**src/design/usb_descriptor_defaults_pkg.sv**
```systemverilog
package usb_descriptor_defaults_pkg;

   // Descriptor selector carried with a request
   typedef enum logic [1:0] {
      DESC_INTERRUPT_EP = 2'h0,
      DESC_OTHER_SPEED_CFG = 2'h1,
      DESC_QUALIFIER = 2'h2
   } desc_sel_type;

   // Sequencer states, Gray coded along idle -> address -> form -> send
   typedef enum logic [1:0] {
      ST_IDLE = 2'h0,
      ST_ADDR = 2'h1,
      ST_FORM = 2'h3,
      ST_SEND = 2'h2
   } seq_state_type;

   // Field store geometry: one bank per speed, bank 1 holds high-speed values
   localparam int FIELD_ADDR_W = 6;
   localparam int FIELD_IDX_W = 5;
   localparam logic BANK_FS = 1'h0;
   localparam logic BANK_HS = 1'h1;

   // Field indices within a speed bank, as written by the EEPROM loader
   localparam logic [4:0] IDX_EP_INTERVAL = 5'h00;
   localparam logic [4:0] IDX_CFG_LENGTH = 5'h01;
   localparam logic [4:0] IDX_CFG_TYPE = 5'h02;
   localparam logic [4:0] IDX_CFG_TOTAL_LO = 5'h03;
   localparam logic [4:0] IDX_CFG_TOTAL_HI = 5'h04;
   localparam logic [4:0] IDX_CFG_NUM_IF = 5'h05;
   localparam logic [4:0] IDX_CFG_VALUE = 5'h06;
   localparam logic [4:0] IDX_CFG_STRING = 5'h07;
   localparam logic [4:0] IDX_CFG_ATTR = 5'h08;
   localparam logic [4:0] IDX_CFG_MAX_POWER = 5'h09;
   localparam logic [4:0] IDX_DEV_BCD_LO = 5'h0A;
   localparam logic [4:0] IDX_DEV_BCD_HI = 5'h0B;
   localparam logic [4:0] IDX_DEV_CLASS = 5'h0C;
   localparam logic [4:0] IDX_DEV_SUBCLASS = 5'h0D;
   localparam logic [4:0] IDX_DEV_PROTOCOL = 5'h0E;
   localparam logic [4:0] IDX_DEV_MAX_PKT0 = 5'h0F;
   localparam logic [4:0] IDX_DEV_NUM_CFG = 5'h10;

   // Descriptor lengths in bytes
   localparam logic [3:0] EP_DESC_LEN = 4'h7;
   localparam logic [3:0] CFG_DESC_LEN = 4'h9;
   localparam logic [3:0] QUAL_DESC_LEN = 4'hA;

   // Byte offsets inside the descriptors
   localparam logic [3:0] OFF_0 = 4'h0;
   localparam logic [3:0] OFF_1 = 4'h1;
   localparam logic [3:0] OFF_2 = 4'h2;
   localparam logic [3:0] OFF_3 = 4'h3;
   localparam logic [3:0] OFF_4 = 4'h4;
   localparam logic [3:0] OFF_5 = 4'h5;
   localparam logic [3:0] OFF_6 = 4'h6;
   localparam logic [3:0] OFF_7 = 4'h7;
   localparam logic [3:0] OFF_8 = 4'h8;

   // Reset values of the sequencer's byte count and data register
   localparam logic [3:0] COUNT_NONE = 4'h0;
   localparam logic [7:0] BYTE_NONE = 8'h00;

   // Interrupt endpoint descriptor values
   localparam logic [7:0] EP_TYPE = 8'h05;
   localparam logic [7:0] EP_ADDRESS = 8'h83;
   localparam logic [7:0] EP_ATTR_INTERRUPT = 8'h03;
   localparam logic [15:0] EP_MAX_PACKET = 16'h0010;
   localparam logic [7:0] EP_INTERVAL_HS = 8'h04;
   localparam logic [7:0] EP_INTERVAL_FS = 8'h01;

   // Other-speed configuration defaults
   localparam logic [7:0] CFG_TYPE_OTHER = 8'h07;
   localparam logic [15:0] CFG_TOTAL_LEN = 16'h0027;
   localparam logic [7:0] CFG_NUM_IF = 8'h01;
   localparam logic [7:0] CFG_VALUE = 8'h01;
   localparam logic [7:0] CFG_STRING = 8'h00;
   localparam logic [7:0] CFG_ATTR_NOMINAL = 8'hA0;
   localparam int ATTR_SELF_POWERED_BIT = 6;
   localparam int ATTR_REMOTE_WAKE_BIT = 5;
   localparam logic [7:0] CFG_POWER_SELF = 8'h01;
   localparam logic [7:0] CFG_POWER_BUS = 8'hFA;

   // Device qualifier defaults
   localparam logic [7:0] QUAL_TYPE = 8'h06;
   localparam logic [15:0] QUAL_BCD_USB = 16'h0200;
   localparam logic [7:0] QUAL_CLASS = 8'hFF;
   localparam logic [7:0] QUAL_SUBCLASS = 8'h00;
   localparam logic [7:0] QUAL_PROTOCOL = 8'hFF;
   localparam logic [7:0] QUAL_MAX_PKT0 = 8'h40;
   localparam logic [7:0] QUAL_NUM_CFG = 8'h01;
   localparam logic [7:0] QUAL_RESERVED = 8'h00;

endpackage : usb_descriptor_defaults_pkg
```
**src/design/field_store.sv**
```systemverilog
`timescale 1ns/1ps

// Byte store for EEPROM-loaded descriptor fields; registered read data
module field_store #(
   parameter int ADDR_W = 6
) (
   input wire logic clk,
   input wire logic wr_en,
   input wire logic [ADDR_W-1:0] wr_addr,
   input wire logic [7:0] wr_data,
   input wire logic [ADDR_W-1:0] rd_addr,
   output logic [7:0] rd_data
);

   logic [7:0] mem [0:(1<<ADDR_W)-1];

   // No reset: contents are only trusted once the loader has filled them
   always_ff @(posedge clk)
   begin
      if (wr_en)
         mem[wr_addr] <= wr_data;
      rd_data <= mem[rd_addr];
   end

endmodule : field_store

```
**src/design/strap_sync.sv**
```systemverilog
`timescale 1ns/1ps

// Two-stage synchroniser for asynchronous strap pins
module strap_sync #(
   parameter int WIDTH = 2
) (
   input wire logic clk,
   input wire logic rst_n,
   input wire logic [WIDTH-1:0] pin_in,
   output logic [WIDTH-1:0] pin_sync
);

   typedef struct packed {
      logic [WIDTH-1:0] stage1;
      logic [WIDTH-1:0] stage2;
   } sync_state_type;

   sync_state_type st;
   sync_state_type next_st;

   // First stage feeds only the second stage
   always_comb
   begin
      next_st = st;
      for (int i = 0; i < WIDTH; i++)
      begin
         next_st.stage1[i] = pin_in[i];
         next_st.stage2[i] = st.stage1[i];
      end
   end

   always_ff @(posedge clk)
   begin
      if (!rst_n)
         st <= '0;
      else
         st <= next_st;
   end

   assign pin_sync = st.stage2;

endmodule : strap_sync

```
**src/design/usb_descriptor_defaults.sv**
```systemverilog
// Summary of operation
// RULE1: Interrupt endpoint fixed; only interval from EEPROM.
// RULE2: Separate HS/FS intervals; defaults 04h and 01h.
// RULE3: Other-speed config: length 09h, type 07h, total 0027h.
// RULE4: Other-speed config uses opposite-speed EEPROM values.
// RULE5: Max power default 01h self, FAh bus.
// RULE6: Attributes default A0h shaped by power, wakeup straps.
// RULE7: EEPROM must hold header fields equal defaults.
// RULE8: Defaults: interfaces 01h, value 01h, string 00h.
// RULE9: Qualifier length 0Ah, type 06h, reserved 00h fixed.
// RULE10: Qualifier built from opposite-speed device descriptor.
// RULE11: Qualifier defaults 0200h, FFh, 00h, FFh, 40h, 01h.
// RULE12: Bytes ascending offset, multi-byte fields LSB first.
`timescale 1ns/1ps

module usb_descriptor_defaults
   import usb_descriptor_defaults_pkg::*;
(
   // Clock and synchronous reset
   input wire logic clk,
   input wire logic rst_n,
   // Operating speed, store state and strap pins
   input wire logic high_speed,
   input wire logic eeprom_valid,
   input wire logic power_source_strap,
   input wire logic remote_wakeup_strap,
   // Field store writes from the EEPROM loader
   input wire logic load_valid,
   input wire logic [FIELD_ADDR_W-1:0] load_addr,
   input wire logic [7:0] load_data,
   // Descriptor request from the control endpoint
   input wire logic req_valid,
   input wire logic [1:0] req_desc,
   input wire logic [15:0] req_length,
   output logic req_ready,
   // Descriptor bytes, one per handshake
   output logic byte_valid,
   output logic [7:0] byte_data,
   output logic byte_last,
   input wire logic byte_ready
);

   // Whole sequencer state, registered as one word
   typedef struct packed {
      seq_state_type state;
      desc_sel_type desc;
      logic speed_hs;
      logic [3:0] offset;
      logic [3:0] count;
      logic [7:0] data;
      logic last;
   } main_state_type;

   // Present and next state
   main_state_type st;
   main_state_type next_st;

   // Quiet idle state that reset returns to
   localparam main_state_type RESET_ST = '{
      state: ST_IDLE,
      desc: DESC_INTERRUPT_EP,
      speed_hs: BANK_FS,
      offset: OFF_0,
      count: COUNT_NONE,
      data: BYTE_NONE,
      last: 1'h0
   };

   // Synchronised straps, store port and byte forming
   logic [1:0] strap_sync_out;
   logic self_powered;
   logic remote_wakeup;
   logic [FIELD_ADDR_W-1:0] rd_addr;
   logic [7:0] rd_data;
   logic [7:0] default_byte;
   logic [7:0] formed_byte;
   logic [3:0] req_full_len;
   logic [3:0] req_count;

   // Straps are pins from outside the clock domain
   strap_sync #(
      .WIDTH(2)
   ) u_strap_sync (
      .clk(clk),
      .rst_n(rst_n),
      .pin_in({remote_wakeup_strap, power_source_strap}),
      .pin_sync(strap_sync_out)
   );

   assign self_powered = strap_sync_out[0];
   assign remote_wakeup = strap_sync_out[1];

   // Loaded fields; read data arrive one cycle after the address
   field_store #(
      .ADDR_W(FIELD_ADDR_W)
   ) u_field_store (
      .clk(clk),
      .wr_en(load_valid),
      .wr_addr(load_addr),
      .wr_data(load_data),
      .rd_addr(rd_addr),
      .rd_data(rd_data)
   );

   // Full length of the selected descriptor; unknown codes send nothing
   function automatic logic [3:0] desc_length(input logic [1:0] sel);
      logic [3:0] len;
      len = 4'h0;
      case (sel)
         DESC_INTERRUPT_EP: len = EP_DESC_LEN;
         DESC_OTHER_SPEED_CFG: len = CFG_DESC_LEN;
         DESC_QUALIFIER: len = QUAL_DESC_LEN;
         default: len = 4'h0;
      endcase
      return len;
   endfunction : desc_length

   // Store index holding the EEPROM copy of a descriptor byte
   function automatic logic [FIELD_IDX_W-1:0] field_index(
      input desc_sel_type sel,
      input logic [3:0] off
   );
      logic [FIELD_IDX_W-1:0] idx;
      idx = IDX_EP_INTERVAL;
      unique case (sel)
         DESC_INTERRUPT_EP: idx = IDX_EP_INTERVAL;
         DESC_OTHER_SPEED_CFG: idx = IDX_CFG_LENGTH + FIELD_IDX_W'(off);
         DESC_QUALIFIER: idx = IDX_DEV_BCD_LO + FIELD_IDX_W'(off - OFF_2);
      endcase
      return idx;
   endfunction : field_index

   // Default attributes: nominal A0h with power and wakeup bits from straps
   function automatic logic [7:0] attr_default(input logic self_pwr, input logic wake);
      logic [7:0] attr;
      attr = CFG_ATTR_NOMINAL;
      attr[ATTR_SELF_POWERED_BIT] = self_pwr; // [RULE6]
      attr[ATTR_REMOTE_WAKE_BIT] = wake; // [RULE6]
      return attr;
   endfunction : attr_default

   // Whether a byte has a copy in the store; fixed bytes never come from it
   function automatic logic field_loaded(
      input desc_sel_type sel,
      input logic [3:0] off
   );
      logic loaded;
      loaded = 1'h0;
      unique case (sel)
         DESC_INTERRUPT_EP:
         begin
            // Only the polling interval is loaded
            loaded = (off == OFF_6); // [RULE1]
         end
         DESC_OTHER_SPEED_CFG:
         begin
            // Every header byte is loaded; a bad copy is not repaired
            loaded = 1'h1; // [RULE7] [RULE8]
         end
         DESC_QUALIFIER:
         begin
            // Length, type and reserved byte stay fixed
            loaded = (off >= OFF_2) && (off <= OFF_8); // [RULE9] [RULE11]
         end
      endcase
      return loaded;
   endfunction : field_loaded

   // Full length of the requested descriptor; zero for an unknown code
   assign req_full_len = desc_length(req_desc);

   // Length clipped to the host's requested length
   always_comb
   begin
      if (req_length < 16'(req_full_len))
         req_count = req_length[3:0];
      else
         req_count = req_full_len;
   end

   // Read bank: current speed for the interval, opposite speed otherwise
   always_comb
   begin
      if (st.desc == DESC_INTERRUPT_EP)
         rd_addr = {st.speed_hs ? BANK_HS : BANK_FS, field_index(st.desc, st.offset)}; // [RULE2]
      else
         rd_addr = {st.speed_hs ? BANK_FS : BANK_HS, field_index(st.desc, st.offset)}; // [RULE4] [RULE10]
   end

   // Default byte for the current offset, as sent with no store loaded
   always_comb
   begin
      default_byte = 8'h00;
      unique case (st.desc)
         DESC_INTERRUPT_EP:
         begin
            unique case (st.offset)
               OFF_0: default_byte = {4'h0, EP_DESC_LEN};
               OFF_1: default_byte = EP_TYPE;
               OFF_2: default_byte = EP_ADDRESS; // [RULE1]
               OFF_3: default_byte = EP_ATTR_INTERRUPT; // [RULE1]
               OFF_4: default_byte = EP_MAX_PACKET[7:0]; // [RULE1] [RULE12]
               OFF_5: default_byte = EP_MAX_PACKET[15:8]; // [RULE1] [RULE12]
               default: default_byte = st.speed_hs ? EP_INTERVAL_HS : EP_INTERVAL_FS; // [RULE2]
            endcase
         end
         DESC_OTHER_SPEED_CFG:
         begin
            unique case (st.offset)
               OFF_0: default_byte = {4'h0, CFG_DESC_LEN}; // [RULE3]
               OFF_1: default_byte = CFG_TYPE_OTHER; // [RULE3]
               OFF_2: default_byte = CFG_TOTAL_LEN[7:0]; // [RULE3] [RULE12]
               OFF_3: default_byte = CFG_TOTAL_LEN[15:8]; // [RULE3] [RULE12]
               OFF_4: default_byte = CFG_NUM_IF; // [RULE8]
               OFF_5: default_byte = CFG_VALUE; // [RULE8]
               OFF_6: default_byte = CFG_STRING; // [RULE8]
               OFF_7: default_byte = attr_default(self_powered, remote_wakeup); // [RULE6]
               default: default_byte = self_powered ? CFG_POWER_SELF : CFG_POWER_BUS; // [RULE5]
            endcase
         end
         DESC_QUALIFIER:
         begin
            unique case (st.offset)
               OFF_0: default_byte = {4'h0, QUAL_DESC_LEN}; // [RULE9]
               OFF_1: default_byte = QUAL_TYPE; // [RULE9]
               OFF_2: default_byte = QUAL_BCD_USB[7:0]; // [RULE11] [RULE12]
               OFF_3: default_byte = QUAL_BCD_USB[15:8]; // [RULE11] [RULE12]
               OFF_4: default_byte = QUAL_CLASS; // [RULE11]
               OFF_5: default_byte = QUAL_SUBCLASS; // [RULE11]
               OFF_6: default_byte = QUAL_PROTOCOL; // [RULE11]
               OFF_7: default_byte = QUAL_MAX_PKT0; // [RULE11]
               OFF_8: default_byte = QUAL_NUM_CFG; // [RULE11]
               default: default_byte = QUAL_RESERVED; // [RULE9]
            endcase
         end
      endcase
   end

   // Stored byte wins only where the field has a copy; header bytes are not repaired
   always_comb
   begin
      if (eeprom_valid && field_loaded(st.desc, st.offset))
         formed_byte = rd_data; // [RULE1] [RULE4] [RULE8] [RULE10] [RULE11]
      else
         formed_byte = default_byte;
   end

   // Sequencer: one byte per address/form/send pass
   always_comb
   begin
      next_st = st;
      unique case (st.state)
         ST_IDLE:
         begin
            // Speed is latched per transfer so a mid-transfer change cannot mix banks
            if (req_valid && (req_count != 4'h0))
            begin
               next_st.desc = desc_sel_type'(req_desc);
               next_st.speed_hs = high_speed;
               next_st.offset = OFF_0;
               next_st.count = req_count;
               next_st.state = ST_ADDR;
            end
         end
         ST_ADDR:
         begin
            next_st.state = ST_FORM;
         end
         ST_FORM:
         begin
            next_st.data = formed_byte;
            next_st.last = (st.count == 4'h1);
            next_st.state = ST_SEND;
         end
         ST_SEND:
         begin
            if (byte_ready)
            begin
               // Ascending offsets, stop at the clipped count
               next_st.offset = st.offset + 4'h1; // [RULE12]
               next_st.count = st.count - 4'h1;
               if (st.last)
               begin
                  // Last flag drops with the return to idle
                  next_st.state = ST_IDLE;
                  next_st.last = 1'h0;
               end
               else
                  next_st.state = ST_ADDR;
            end
         end
      endcase
   end

   // Synchronous reset to the quiet idle state
   always_ff @(posedge clk)
   begin
      if (!rst_n)
         st <= RESET_ST;
      else
         st <= next_st;
   end

   // Handshake outputs decoded from state; data from flops
   assign req_ready = (st.state == ST_IDLE);
   assign byte_valid = (st.state == ST_SEND);
   assign byte_data = st.data;
   assign byte_last = st.last;

endmodule : usb_descriptor_defaults

```
**config.mk**
```make
export PLATFORM = sky130hd
export DESIGN_NAME = usb_descriptor_defaults
export DESIGN_NICKNAME = d
export VERILOG_FILES = /design/src/design/usb_descriptor_defaults_pkg.sv /design/src/design/field_store.sv /design/src/design/strap_sync.sv /design/src/design/usb_descriptor_defaults.sv
export SDC_FILE = /design/constraint.sdc
export NUM_CORES = 1
export LEC_CHECK = 0
export BUFFER_PORTS_ARGS = -buffer_cell sky130_fd_sc_hd__buf_2
export CAP_MARGIN = 20
export CELL_PAD_IN_SITES_DETAIL_PLACEMENT = 2
export CELL_PAD_IN_SITES_GLOBAL_PLACEMENT = 2
export CORE_MARGIN = 2
export CORE_UTILIZATION = 41
export DETAILED_ROUTE_END_ITERATION = 10
export GPL_TIMING_DRIVEN = 1
export PLACE_DENSITY = 0.79
export SLEW_MARGIN = 40
export SYNTH_ARGS = -nofsm -noshare
export SYNTH_HDL_FRONTEND = slang
export SYNTH_SLANG_ARGS = --single-unit
```
**constraint.sdc**
```tcl
create_clock -name clk -period 3.11 [get_ports clk]
set_input_delay 0.311 -clock clk [delete_from_list [all_inputs] [get_ports clk]]
set_output_delay 0.311 -clock clk [all_outputs]
set_load 0.01 [all_outputs]
```
==> results.json, run 1 <==
{
  "drt-total-wl_um": 74200,
  "grt_pass1_vias": 15700,
  "io_pins": 52,
  "clock_sinks": 492,
  "hold-path-cell-count": 4,
  "comb_power_share_pct": 8.6,
  "drive_above_1_share_pct": 22.2,
  "clk_latency_ns": 0.63,
  "drv_slew": 0,
  "wl_per_cell_um": 32.1,
  "power.internal_uw": 12200,
  "violations": "setup timing",
  "power.share.clock_pct": 45.4,
  "path_max_fanout": 21,
  "hp-class": "in -> reg",
  "status": "complete, but fails checks",
  "synthToLayoutAreaGrowth_pct": 17.2,
  "grt_max_degree": 61,
  "power.switching_uw": 3810,
  "synth_most_common_cell": "edfxtp_1",
  "cts_buffers": 54,
  "cp-start-kind": "flop",
  "hold_violations": 0,
  "dpl_cell_area_um2": 22800,
  "grt_usage_pct": 27.7,
  "syn_area_um2": 21400,
  "crit_path_top_delay_cell": "a2111oi_2",
  "postRouteAntennaNets": 0,
  "cts_tree": "yes",
  "ys_types": 71,
  "core_um2": 51400,
  "start_util_pct": 41.6,
  "synth_common_cells": "edfxtp_1 (452), nand2_1 (117), nor2_1 (106)",
  "ir_drop_mv": 0.613,
  "cpPeakStageDelay_ns": 0.51,
  "fin_area_um2": 25000,
  "num_rows": 83,
  "cts_root_buf": "clkbuf_16",
  "yosys_most_used_dff": "edfxtp_1",
  "finalCriticalPeriod_ns": 3.11,
  "synth.top_cell.area_share_pct": 63.5,
  "yosysTopAreaCell": "edfxtp_1",
  "cts_buffer_depth": 3,
  "crit_family": "compound AO/OA/AOI/OAI gates",
  "place_congestion": 0.829,
  "die_area_um2": 54000,
  "worstPathArrival_ns": 3.59,
  "worstSetupPathType": "reg -> reg",
  "synth_edf_count": 452,
  "path_buf_inv": 4,
  "synth_area_leaders": "edfxtp_1 (64%), mux4_2 (9.1%), dfxtp_1 (3.7%)",
  "io_buffer_count": 51,
  "maxCapViolCount": 0,
  "fin_nets": 1644,
  "worst-path-stages": 12,
  "yosys_warnings": 0,
  "rr_worst_depth": 12,
  "slew_headroom_pct": 45.6,
  "seqCellArea_um2": 14400,
  "die_h_um": 232,
  "firstDrtPassIters": 5,
  "seq_area_frac_synth_pct": 67.3,
  "cp_cell_sequence": "inv_1, ha_4, buf_4, buf_6, nor2b_1, a211oi_1, a31oi_1, a221oi_2, o32ai_1, a2111oi_2, buf_4, o32ai_1",
  "detail_route.iter0.violations": 1338,
  "synthArstFlopShare_pct": 0,
  "fin_skew_ns": 0.0226,
  "place.detailed.hpwl_um": 46000,
  "clkSlewWorstSetupHoldPaths_ns": 0.06,
  "setup_viol": 1,
  "worst_pin_slew_ns": 0.813,
  "finalWorstSetupSlack_ns": -0.00262,
  "post-route-period-util_pct": 100,
  "antenna_found_initial": 0,
  "syn_area_per_cell_um2": 14.3,
  "power.share.sequential_pct": 46.1,
  "p_leak_uw": 0.00830,
  "swShare_pct": 23.8,
  "syn_inst": 1490,
  "multiInputGateArea_um2": 6470,
  "h-tree-depth": 2,
  "fillers": 4757,
  "endpoint_kind": "flop",
  "num_vias": 14500,
  "crit_required_ns": 3.59,
  "synth_seq_cells": 492,
  "drc": 0,
  "gr-total-overflow": 0,
  "synth_fp_nets": 1547,
  "rsz0062_at_grt": "true",
  "viasPerCell": 6.27,
  "powerDensity_nw_per_um2": 640,
  "die-width_um": 232,
  "grt_pass1_wl_um": 109000,
  "fmax_mhz": 321,
  "power_uw": 16000
}
cell families (layout without fill, tap and decap cells):
| family | after synthesis | count (layout) | share of synthesized area, % |
|---|---|---|---|
| adder cells (fa/ha/maj) | 16 | 16 | 0.937 |
| flip-flops | 492 | 492 | 67.3 |
| other | 0 | 1 | 0 |
| AND/OR/NAND/NOR | 384 | 384 | 8.35 |
| AO/OA/AOI/OAI | 329 | 329 | 10.4 |
| multiplexers | 97 | 97 | 9.59 |
| buffers and inverters | 167 | 309 | 3.24 |
| XOR/XNOR | 5 | 5 | 0.240 |
power by group through the flow:
| stage | combinational (uW) | clock (uW) | sequential, uW |
|---|---|---|---|
| after floorplan | 762 | 0 | 7470 |
| after global placement | 1210 | 0 | 7510 |
| after detailed placement | 1300 | 0 | 7520 |
| after CTS | 1350 | 7340 | 7380 |
| after global routing | 1460 | 7530 | 7380 |
| final | 1370 | 7270 | 7380 |
metal layers:
layer,global-route usage [%],wire length (um)
met5,0,0
met2,48.1,38200
met1,34.6,29300
met4,11.2,3030
met3,4.25,3730
final cells by class:
cell class / count / area share [%]
sequential: 492 / 57.4
antenna: 1 / 0.00999
inverter: 62 / 0.929
multi-input combinational: 831 / 25.8
tap: 680 / 3.40
clock buffer: 67 / 5.63
timing repair buffer: 146 / 4.57
clock inverter: 34 / 2.24
what timing repair did:
| action | CTS | global route |
|---|---|---|
| setup endpoints to repair | 6 | 8 |
| pin swaps | 1 | 0 |
| setup buffers | 0 | 0 |
| gates cloned | 0 | 1 |
| gates resized for setup | 17 | 8 |
| endpoints found under the hold margin | 3 | 0 |
| hold buffers | 3 | 0 |
layout by cell type (no fill, tap or decap), drive strengths merged, types with 25 or more instances in the layout:
master and count:
nor2 107, mux4 86, o21ai 71, dfxtp 40
inv 62, buf 142, a31oi 25, edfxtp 452
clkbuf 68, nand2 118, a21oi 77, nand3 74
per-stage QoR:
step           hold WS, ns  TNS (ns)  std cells  util [%]  setup WS, ns
3_3_place_gp         0.420   -0.0579       2207      44.4       -0.0579
2_1_floorplan        0.410         0       1490         -       0.00331
5_1_grt             0.0860    -0.155       2312      48.7        -0.117
3_5_place_dp         0.443     -1.22       2207      44.4        -0.466
6_report            0.0597  -0.00262       2313      48.7      -0.00262
4_1_cts             0.0467   -0.0399       2311      48.5       -0.0231
final timing paths:
kind | startpoint | slack (ns) | to
hold / removal | req_desc[0] | 0.06 | st[18]$_SDFFE_PN0P_
setup / recovery | st[18]$_SDFFE_PN0P_ | -0.003 | u_field_store.rd_data[6]$_DFF_P_
hold reg to reg | u_strap_sync.next_st[1]$_SDFF_PN0_ | 0.45 | u_strap_sync.pin_sync[1]$_SDFF_PN0_
setup reg to reg | st[18]$_SDFFE_PN0P_ | -0.003 | u_field_store.rd_data[6]$_DFF_P_
tightest hold or removal path, stage by stage:
cell     delay [ns]
buf_2          0.12
nand2_1        0.05
o21ai_0        0.06
and2_1         0.12
state kept, by name (all words and copies together), names as in the netlist, named ones only:
name                   cells
u_field_store.mem        452
u_strap_sync.pin_sync      2
u_strap_sync.next_st       2
u_field_store.rd_data      8
st                        13
byte_data                  8
byte_last                  1
(Power assumes the default switching activity.)
==> run 2, diff against run 1 <==
--- a/config.mk
+++ b/config.mk
@@ -5,7 +5,7 @@
 export SDC_FILE = /design/constraint.sdc
 export NUM_CORES = 1
 export LEC_CHECK = 0
-export BUFFER_PORTS_ARGS = -buffer_cell sky130_fd_sc_hd__buf_2
+export BUFFER_PORTS_ARGS = -buffer_cell sky130_fd_sc_hd__buf_4
 export CAP_MARGIN = 20
 export CELL_PAD_IN_SITES_DETAIL_PLACEMENT = 2
 export CELL_PAD_IN_SITES_GLOBAL_PLACEMENT = 2
@@ -13,6 +13,7 @@
 export CORE_UTILIZATION = 41
 export DETAILED_ROUTE_END_ITERATION = 10
 export GPL_TIMING_DRIVEN = 1
+export HOLD_SLACK_MARGIN = 0.15
 export PLACE_DENSITY = 0.79
 export SLEW_MARGIN = 40
 export SYNTH_ARGS = -nofsm -noshare
==> results.json, run 2 (same netlist as run 1, synthesis figures left out) <==
{
  "place_inst": 2195,
  "top_regs": "u_field_store.mem x452, st x13",
  "num_vias": 14500,
  "seqCellArea_um2": 14400,
  "drt-total-wl_um": 74800,
  "stdcell_count": 2307,
  "gr-total-overflow": 0,
  "grt_pass1_vias": 15700,
  "drc": 0,
  "clk_latency_ns": 0.62,
  "place_ws_ns": -0.132,
  "place_congestion": 0.902,
  "cp_common_cell": "buf_4",
  "fin_nets": 1640,
  "crit_family": "compound AO/OA/AOI/OAI gates",
  "wl_per_cell_um": 32.4,
  "diodes": 0,
  "fmax_mhz": 328,
  "worstPathArrival_ns": 3.54,
  "ir_drop_mv": 0.582,
  "finalCriticalPeriod_ns": 3.05,
  "slew_headroom_pct": 42.3,
  "h-tree-depth": 2,
  "drive_above_1_share_pct": 21.1,
  "detail_route.iter0.violations": 1463,
  "final_cell_mix": "edfxtp_1 (452), buf_4 (122), nand2_1 (117)",
  "p_leak_uw": 0.00813,
  "crit_required_ns": 3.60,
  "top_register": "u_field_store.mem",
  "synthToLayoutAreaGrowth_pct": 16.1,
  "cts_buffer_depth": 3,
  "die_area_um2": 54000,
  "path_max_fanout": 15,
  "worst_pin_slew_ns": 0.862,
  "num_rows": 83,
  "final_common_cell": "edfxtp_1",
  "largest_register_ffs": 452,
  "crit_path_top_delay_cell": "mux4_2",
  "fillers": 4793,
  "io_buffer_count": 51,
  "core_um2": 51400,
  "cp-start-kind": "flop",
  "cp_cell_sequence": "inv_1, ha_4, nand2_1, a21oi_4, buf_4, buf_4, mux4_2, nor2_1, o21ai_0, a32o_1",
  "cts_tree": "yes",
  "cts_root_buf": "clkbuf_16",
  "endpoint_kind": "flop",
  "clkSlewWorstSetupHoldPaths_ns": 0.06,
  "cpPeakStageDelay_ns": 0.40,
  "hold_violations": 0,
  "drv_slew": 0,
  "grt_max_degree": 61,
  "die_h_um": 232,
  "finalWorstSetupSlack_ns": 0.0636,
  "setup_viol": 0,
  "clock_sinks": 492,
  "postRouteAntennaNets": 0,
  "start_util_pct": 41.6,
  "worstSetupPathType": "reg -> reg",
  "grt_pass1_wl_um": 110000,
  "io_pins": 52,
  "maxCapViolCount": 0,
  "grt_usage_pct": 28.1,
  "powerDensity_nw_per_um2": 607,
  "path_buf_inv": 3,
  "viasPerCell": 6.27,
  "multiInputGateArea_um2": 6420,
  "fin_skew_ns": 0.0313,
  "cts_buffers": 52,
  "power_uw": 15100,
  "post-route-period-util_pct": 98.0,
  "firstDrtPassIters": 5,
  "place.detailed.hpwl_um": 46100,
  "antenna_found_initial": 2,
  "rsz0062_at_grt": "false",
  "hp-class": "in -> reg",
  "status": "complete, no violations",
  "r2r_slack_ns": 0.06,
  "die-width_um": 232
}
## run 2: cell types whose count changed in the layout (fill, tap and decap cells not counted), sizes merged
cell | before | now
clkbuf | 68 | 70
inv | 62 | 63
dlygate4sd3 | 3 | 12
buf | 142 | 131
clkinvlp | 1 | 4
diode | 1 | 0
clkinv | 19 | 21
bufinv | 14 | 3
## run 2: worst reg2reg max path, stage by stage (launching register included)
cell and delay [ns]:
dfxtp_1 0.32, inv_1 0.16, ha_4 0.28, nand2_1 0.25, a21oi_4 0.32, buf_4 0.19
buf_4 0.28, mux4_2 0.41, nor2_1 0.14, o21ai_0 0.24, a32o_1 0.34
## run 2: cell type report
type,count,area share [%]
clock buffers,69,5.80
clock inverters,29,0.959
inverters,62,0.938
multi-input cells,831,25.9
flip-flops and latches,492,58.0
well taps,680,3.43
repair buffers,144,5.04
## run 2: final timing paths
| path | from | depth (start not counted) | endpoint |
|---|---|---|---|
| setup / recovery | st[18]$_SDFFE_PN0P_ | 10 | u_field_store.rd_data[3]$_DFF_P_ |
| hold / removal | req_desc[1] | 4 | st[19]$_SDFFE_PN0P_ |
| setup reg to reg | st[18]$_SDFFE_PN0P_ | 10 | u_field_store.rd_data[3]$_DFF_P_ |
| hold reg to reg | u_strap_sync.next_st[1]$_SDFF_PN0_ | 1 | u_strap_sync.pin_sync[1]$_SDFF_PN0_ |
## run 2: stage by stage
stage | TNS, ns | instance area [um2] | hold WS [ns] | utilization (%)
final | 0 | 24800 | 0.181 | 48.2
after global routing | 0 | 24800 | 0.201 | 48.2
after CTS | 0 | 24700 | 0.161 | 48.0
after detailed placement | -0.544 | 22900 | 0.438 | 44.5
after global placement | 0 | 22900 | 0.424 | 44.5
after floorplan | 0 | 21400 | 0.410 | -
## run 2: timing repair
item / CTS / global route
gates cloned: 0 / 1
resized for setup: 2 / 10
hold buffers: 12 / 0
endpoints found under the setup margin: 5 / 8
endpoints found under the hold margin: 26 / 0
setup buffers: 1 / 0
pin swaps: 1 / 1
## run 2: power breakdown
group,leakage (uW),total [uW],internal [uW],switching [uW]
logic,0.00293,1400,529,875
clock network,0.000813,6270,3510,2760
registers,0.00439,7380,7310,75.2
total,0.00813,15100,11300,3710
## run 2: layer usage
| metal | track usage [%] | vias up | routed length [um] |
|---|---|---|---|
| li1 | - | 5993 | - |
| met1 | 35.9 | 7708 | 29800 |
| met2 | 47.9 | 621 | 37700 |
| met3 | 4.52 | 149 | 4310 |
| met4 | 11.4 | 2 | 3020 |
| met5 | 0 | - | 13 |
==> run 3, diff against run 2 <==
==> constraint.sdc (replaced) <==
create_clock -name clk -period 3.11 [get_ports clk]
set_input_delay 0.622 -clock clk [delete_from_list [all_inputs] [get_ports clk]]
set_output_delay 0.622 -clock clk [all_outputs]
set_load 0.01 [all_outputs]
==> results.json, run 3 (same netlist as run 1, synthesis figures left out) <==
{
  "hold_violations": 0,
  "worst_pin_slew_ns": 0.791,
  "final_common_cell": "edfxtp_1",
  "r2r_slack_ns": 0.07,
  "grt_max_degree": 61,
  "fin_skew_ns": 0.0295,
  "power_uw": 15200,
  "largest_register_ffs": 452,
  "h-tree-depth": 2,
  "wl_per_cell_um": 31.2,
  "final_cell_mix": "edfxtp_1 (452), buf_4 (160), nand2_1 (117)",
  "finalCriticalPeriod_ns": 3.04,
  "powerDensity_nw_per_um2": 607,
  "firstDrtPassIters": 5,
  "top_regs": "u_field_store.mem x452, st x13",
  "rsz0062_at_grt": "true",
  "p_leak_uw": 0.00831,
  "fin_nets": 1669,
  "grt_usage_pct": 27.4,
  "cp-start-kind": "flop",
  "die_area_um2": 54000,
  "drive_above_1_share_pct": 21.6,
  "die_h_um": 232,
  "endpoint_kind": "flop",
  "maxCapViolCount": 0,
  "final_util_pct": 48.6,
  "hp-class": "in -> reg",
  "finalWorstSetupSlack_ns": 0.0703,
  "status": "complete, no violations",
  "setup_viol": 0,
  "drc": 0,
  "diodes": 0,
  "io_pins": 52,
  "place_congestion": 0.850,
  "antenna_found_initial": 0,
  "fillers": 4780,
  "worstSetupPathType": "reg -> reg",
  "cts_buffers": 53,
  "die-width_um": 232,
  "synthToLayoutAreaGrowth_pct": 16.9,
  "grt_pass1_vias": 15500,
  "drt-total-wl_um": 72800,
  "fin_area_um2": 25000,
  "fmax_mhz": 329,
  "num_rows": 83,
  "cts_root_buf": "clkbuf_16",
  "top_register": "u_field_store.mem",
  "core_um2": 51400,
  "postRouteAntennaNets": 0,
  "dpl_cell_area_um2": 23200,
  "ctsHoldBuffers": 0,
  "num_vias": 14400,
  "gr-total-overflow": 0,
  "viasPerCell": 6.18,
  "detail_route.iter0.violations": 1328,
  "clk_latency_ns": 0.62,
  "clkSlewWorstSetupHoldPaths_ns": 0.06,
  "crit_required_ns": 3.64,
  "io_buffer_count": 51,
  "drv_slew": 0,
  "ir_drop_mv": 0.574,
  "grt_pass1_wl_um": 108000,
  "clock_sinks": 492,
  "path_max_fanout": 9,
  "start_util_pct": 41.6,
  "post-route-period-util_pct": 97.7,
  "cts_setup_buffers": 0,
  "slew_headroom_pct": 47.3,
  "place_ws_ns": -0.297,
  "worstPathArrival_ns": 3.57,
  "place.detailed.hpwl_um": 46000,
  "cts_buffer_depth": 3,
  "cts_tree": "yes"
}
==> run 3: changes by cell type in the layout (fill, tap and decap cells not counted), moves of 2 or more <==
cell           before  now
buf_4             122  160
bufinv_16           3    6
nor2_1             82  104
clkinv_2           10    8
clkbuf_16          55   53
buf_12              8   10
nor2_2             25    3
dlygate4sd3_1      12    0
==> run 3: where the power goes <==
part	total, uW	internal [uW]	switching, uW
sequential	7370	7310	59.7
clock	6430	3680	2750
combinational	1370	531	841
==> run 3: layout make-up <==
| type | instances | area [um2] | area share, % |
|---|---|---|---|
| Tap cell | 680 | 851 | 3.41 |
| Timing Repair Buffer | 172 | 1430 | 5.72 |
| Clock buffer | 67 | 1400 | 5.60 |
| Clock inverter | 30 | 322 | 1.29 |
| Multi-Input combinational cell | 831 | 6360 | 25.5 |
| Sequential cell | 492 | 14400 | 57.6 |
| Inverter | 62 | 233 | 0.932 |
==> run 3: repair_timing <==
item,4_1_cts,5_1_grt
setup endpoints to repair,2,8
pin swaps,0,0
gates resized for setup,3,9
==> run 3: path summary, 6_finish.rpt <==
path	endpoint	cells past startpoint	start
hold reg to reg	u_strap_sync.pin_sync[1]$_SDFF_PN0_	1	u_strap_sync.next_st[1]$_SDFF_PN0_
setup / recovery	byte_data[6]$_SDFFE_PN0P_	9	st[13]$_SDFFE_PN0N_
hold / removal	u_strap_sync.next_st[1]$_SDFF_PN0_	2	remote_wakeup_strap
setup reg to reg	byte_data[6]$_SDFFE_PN0P_	9	st[13]$_SDFFE_PN0N_
==> run 3: metrics by stage <==
stage	hold slack, ns	cells	setup TNS, ns
CTS	0.204	2334	0
finish	0.217	2334	0
global route	0.213	2334	-0.0252
detailed placement	0.426	2237	-1.49
floorplan	0.412	1490	0
global placement	0.424	2237	-0.0143
==> run 3: metal layers <==
| layer | GRT usage (%) | vias up | routed length (um) | part of all wire, % |
|---|---|---|---|---|
| met4 | 9.15 | 0 | 2160 | 3.0 |
| met3 | 3.02 | 127 | 3770 | 5.2 |
| met2 | 47.6 | 537 | 37600 | 52 |
| li1 | - | 6038 | - | - |
| met1 | 35.9 | 7715 | 29200 | 40 |
| met5 | 0 | - | 0 | 0 |
==> run 3: critical path, cell delays in order (launching register included) <==
cell	delay, ns
dfxtp_2	0.36
buf_4	0.20
ha_1	0.30
buf_4	0.21
or4_1	0.57
a21oi_1	0.44
o21ai_0	0.21
a21oi_1	0.31
mux2i_1	0.16
a21oi_1	0.20
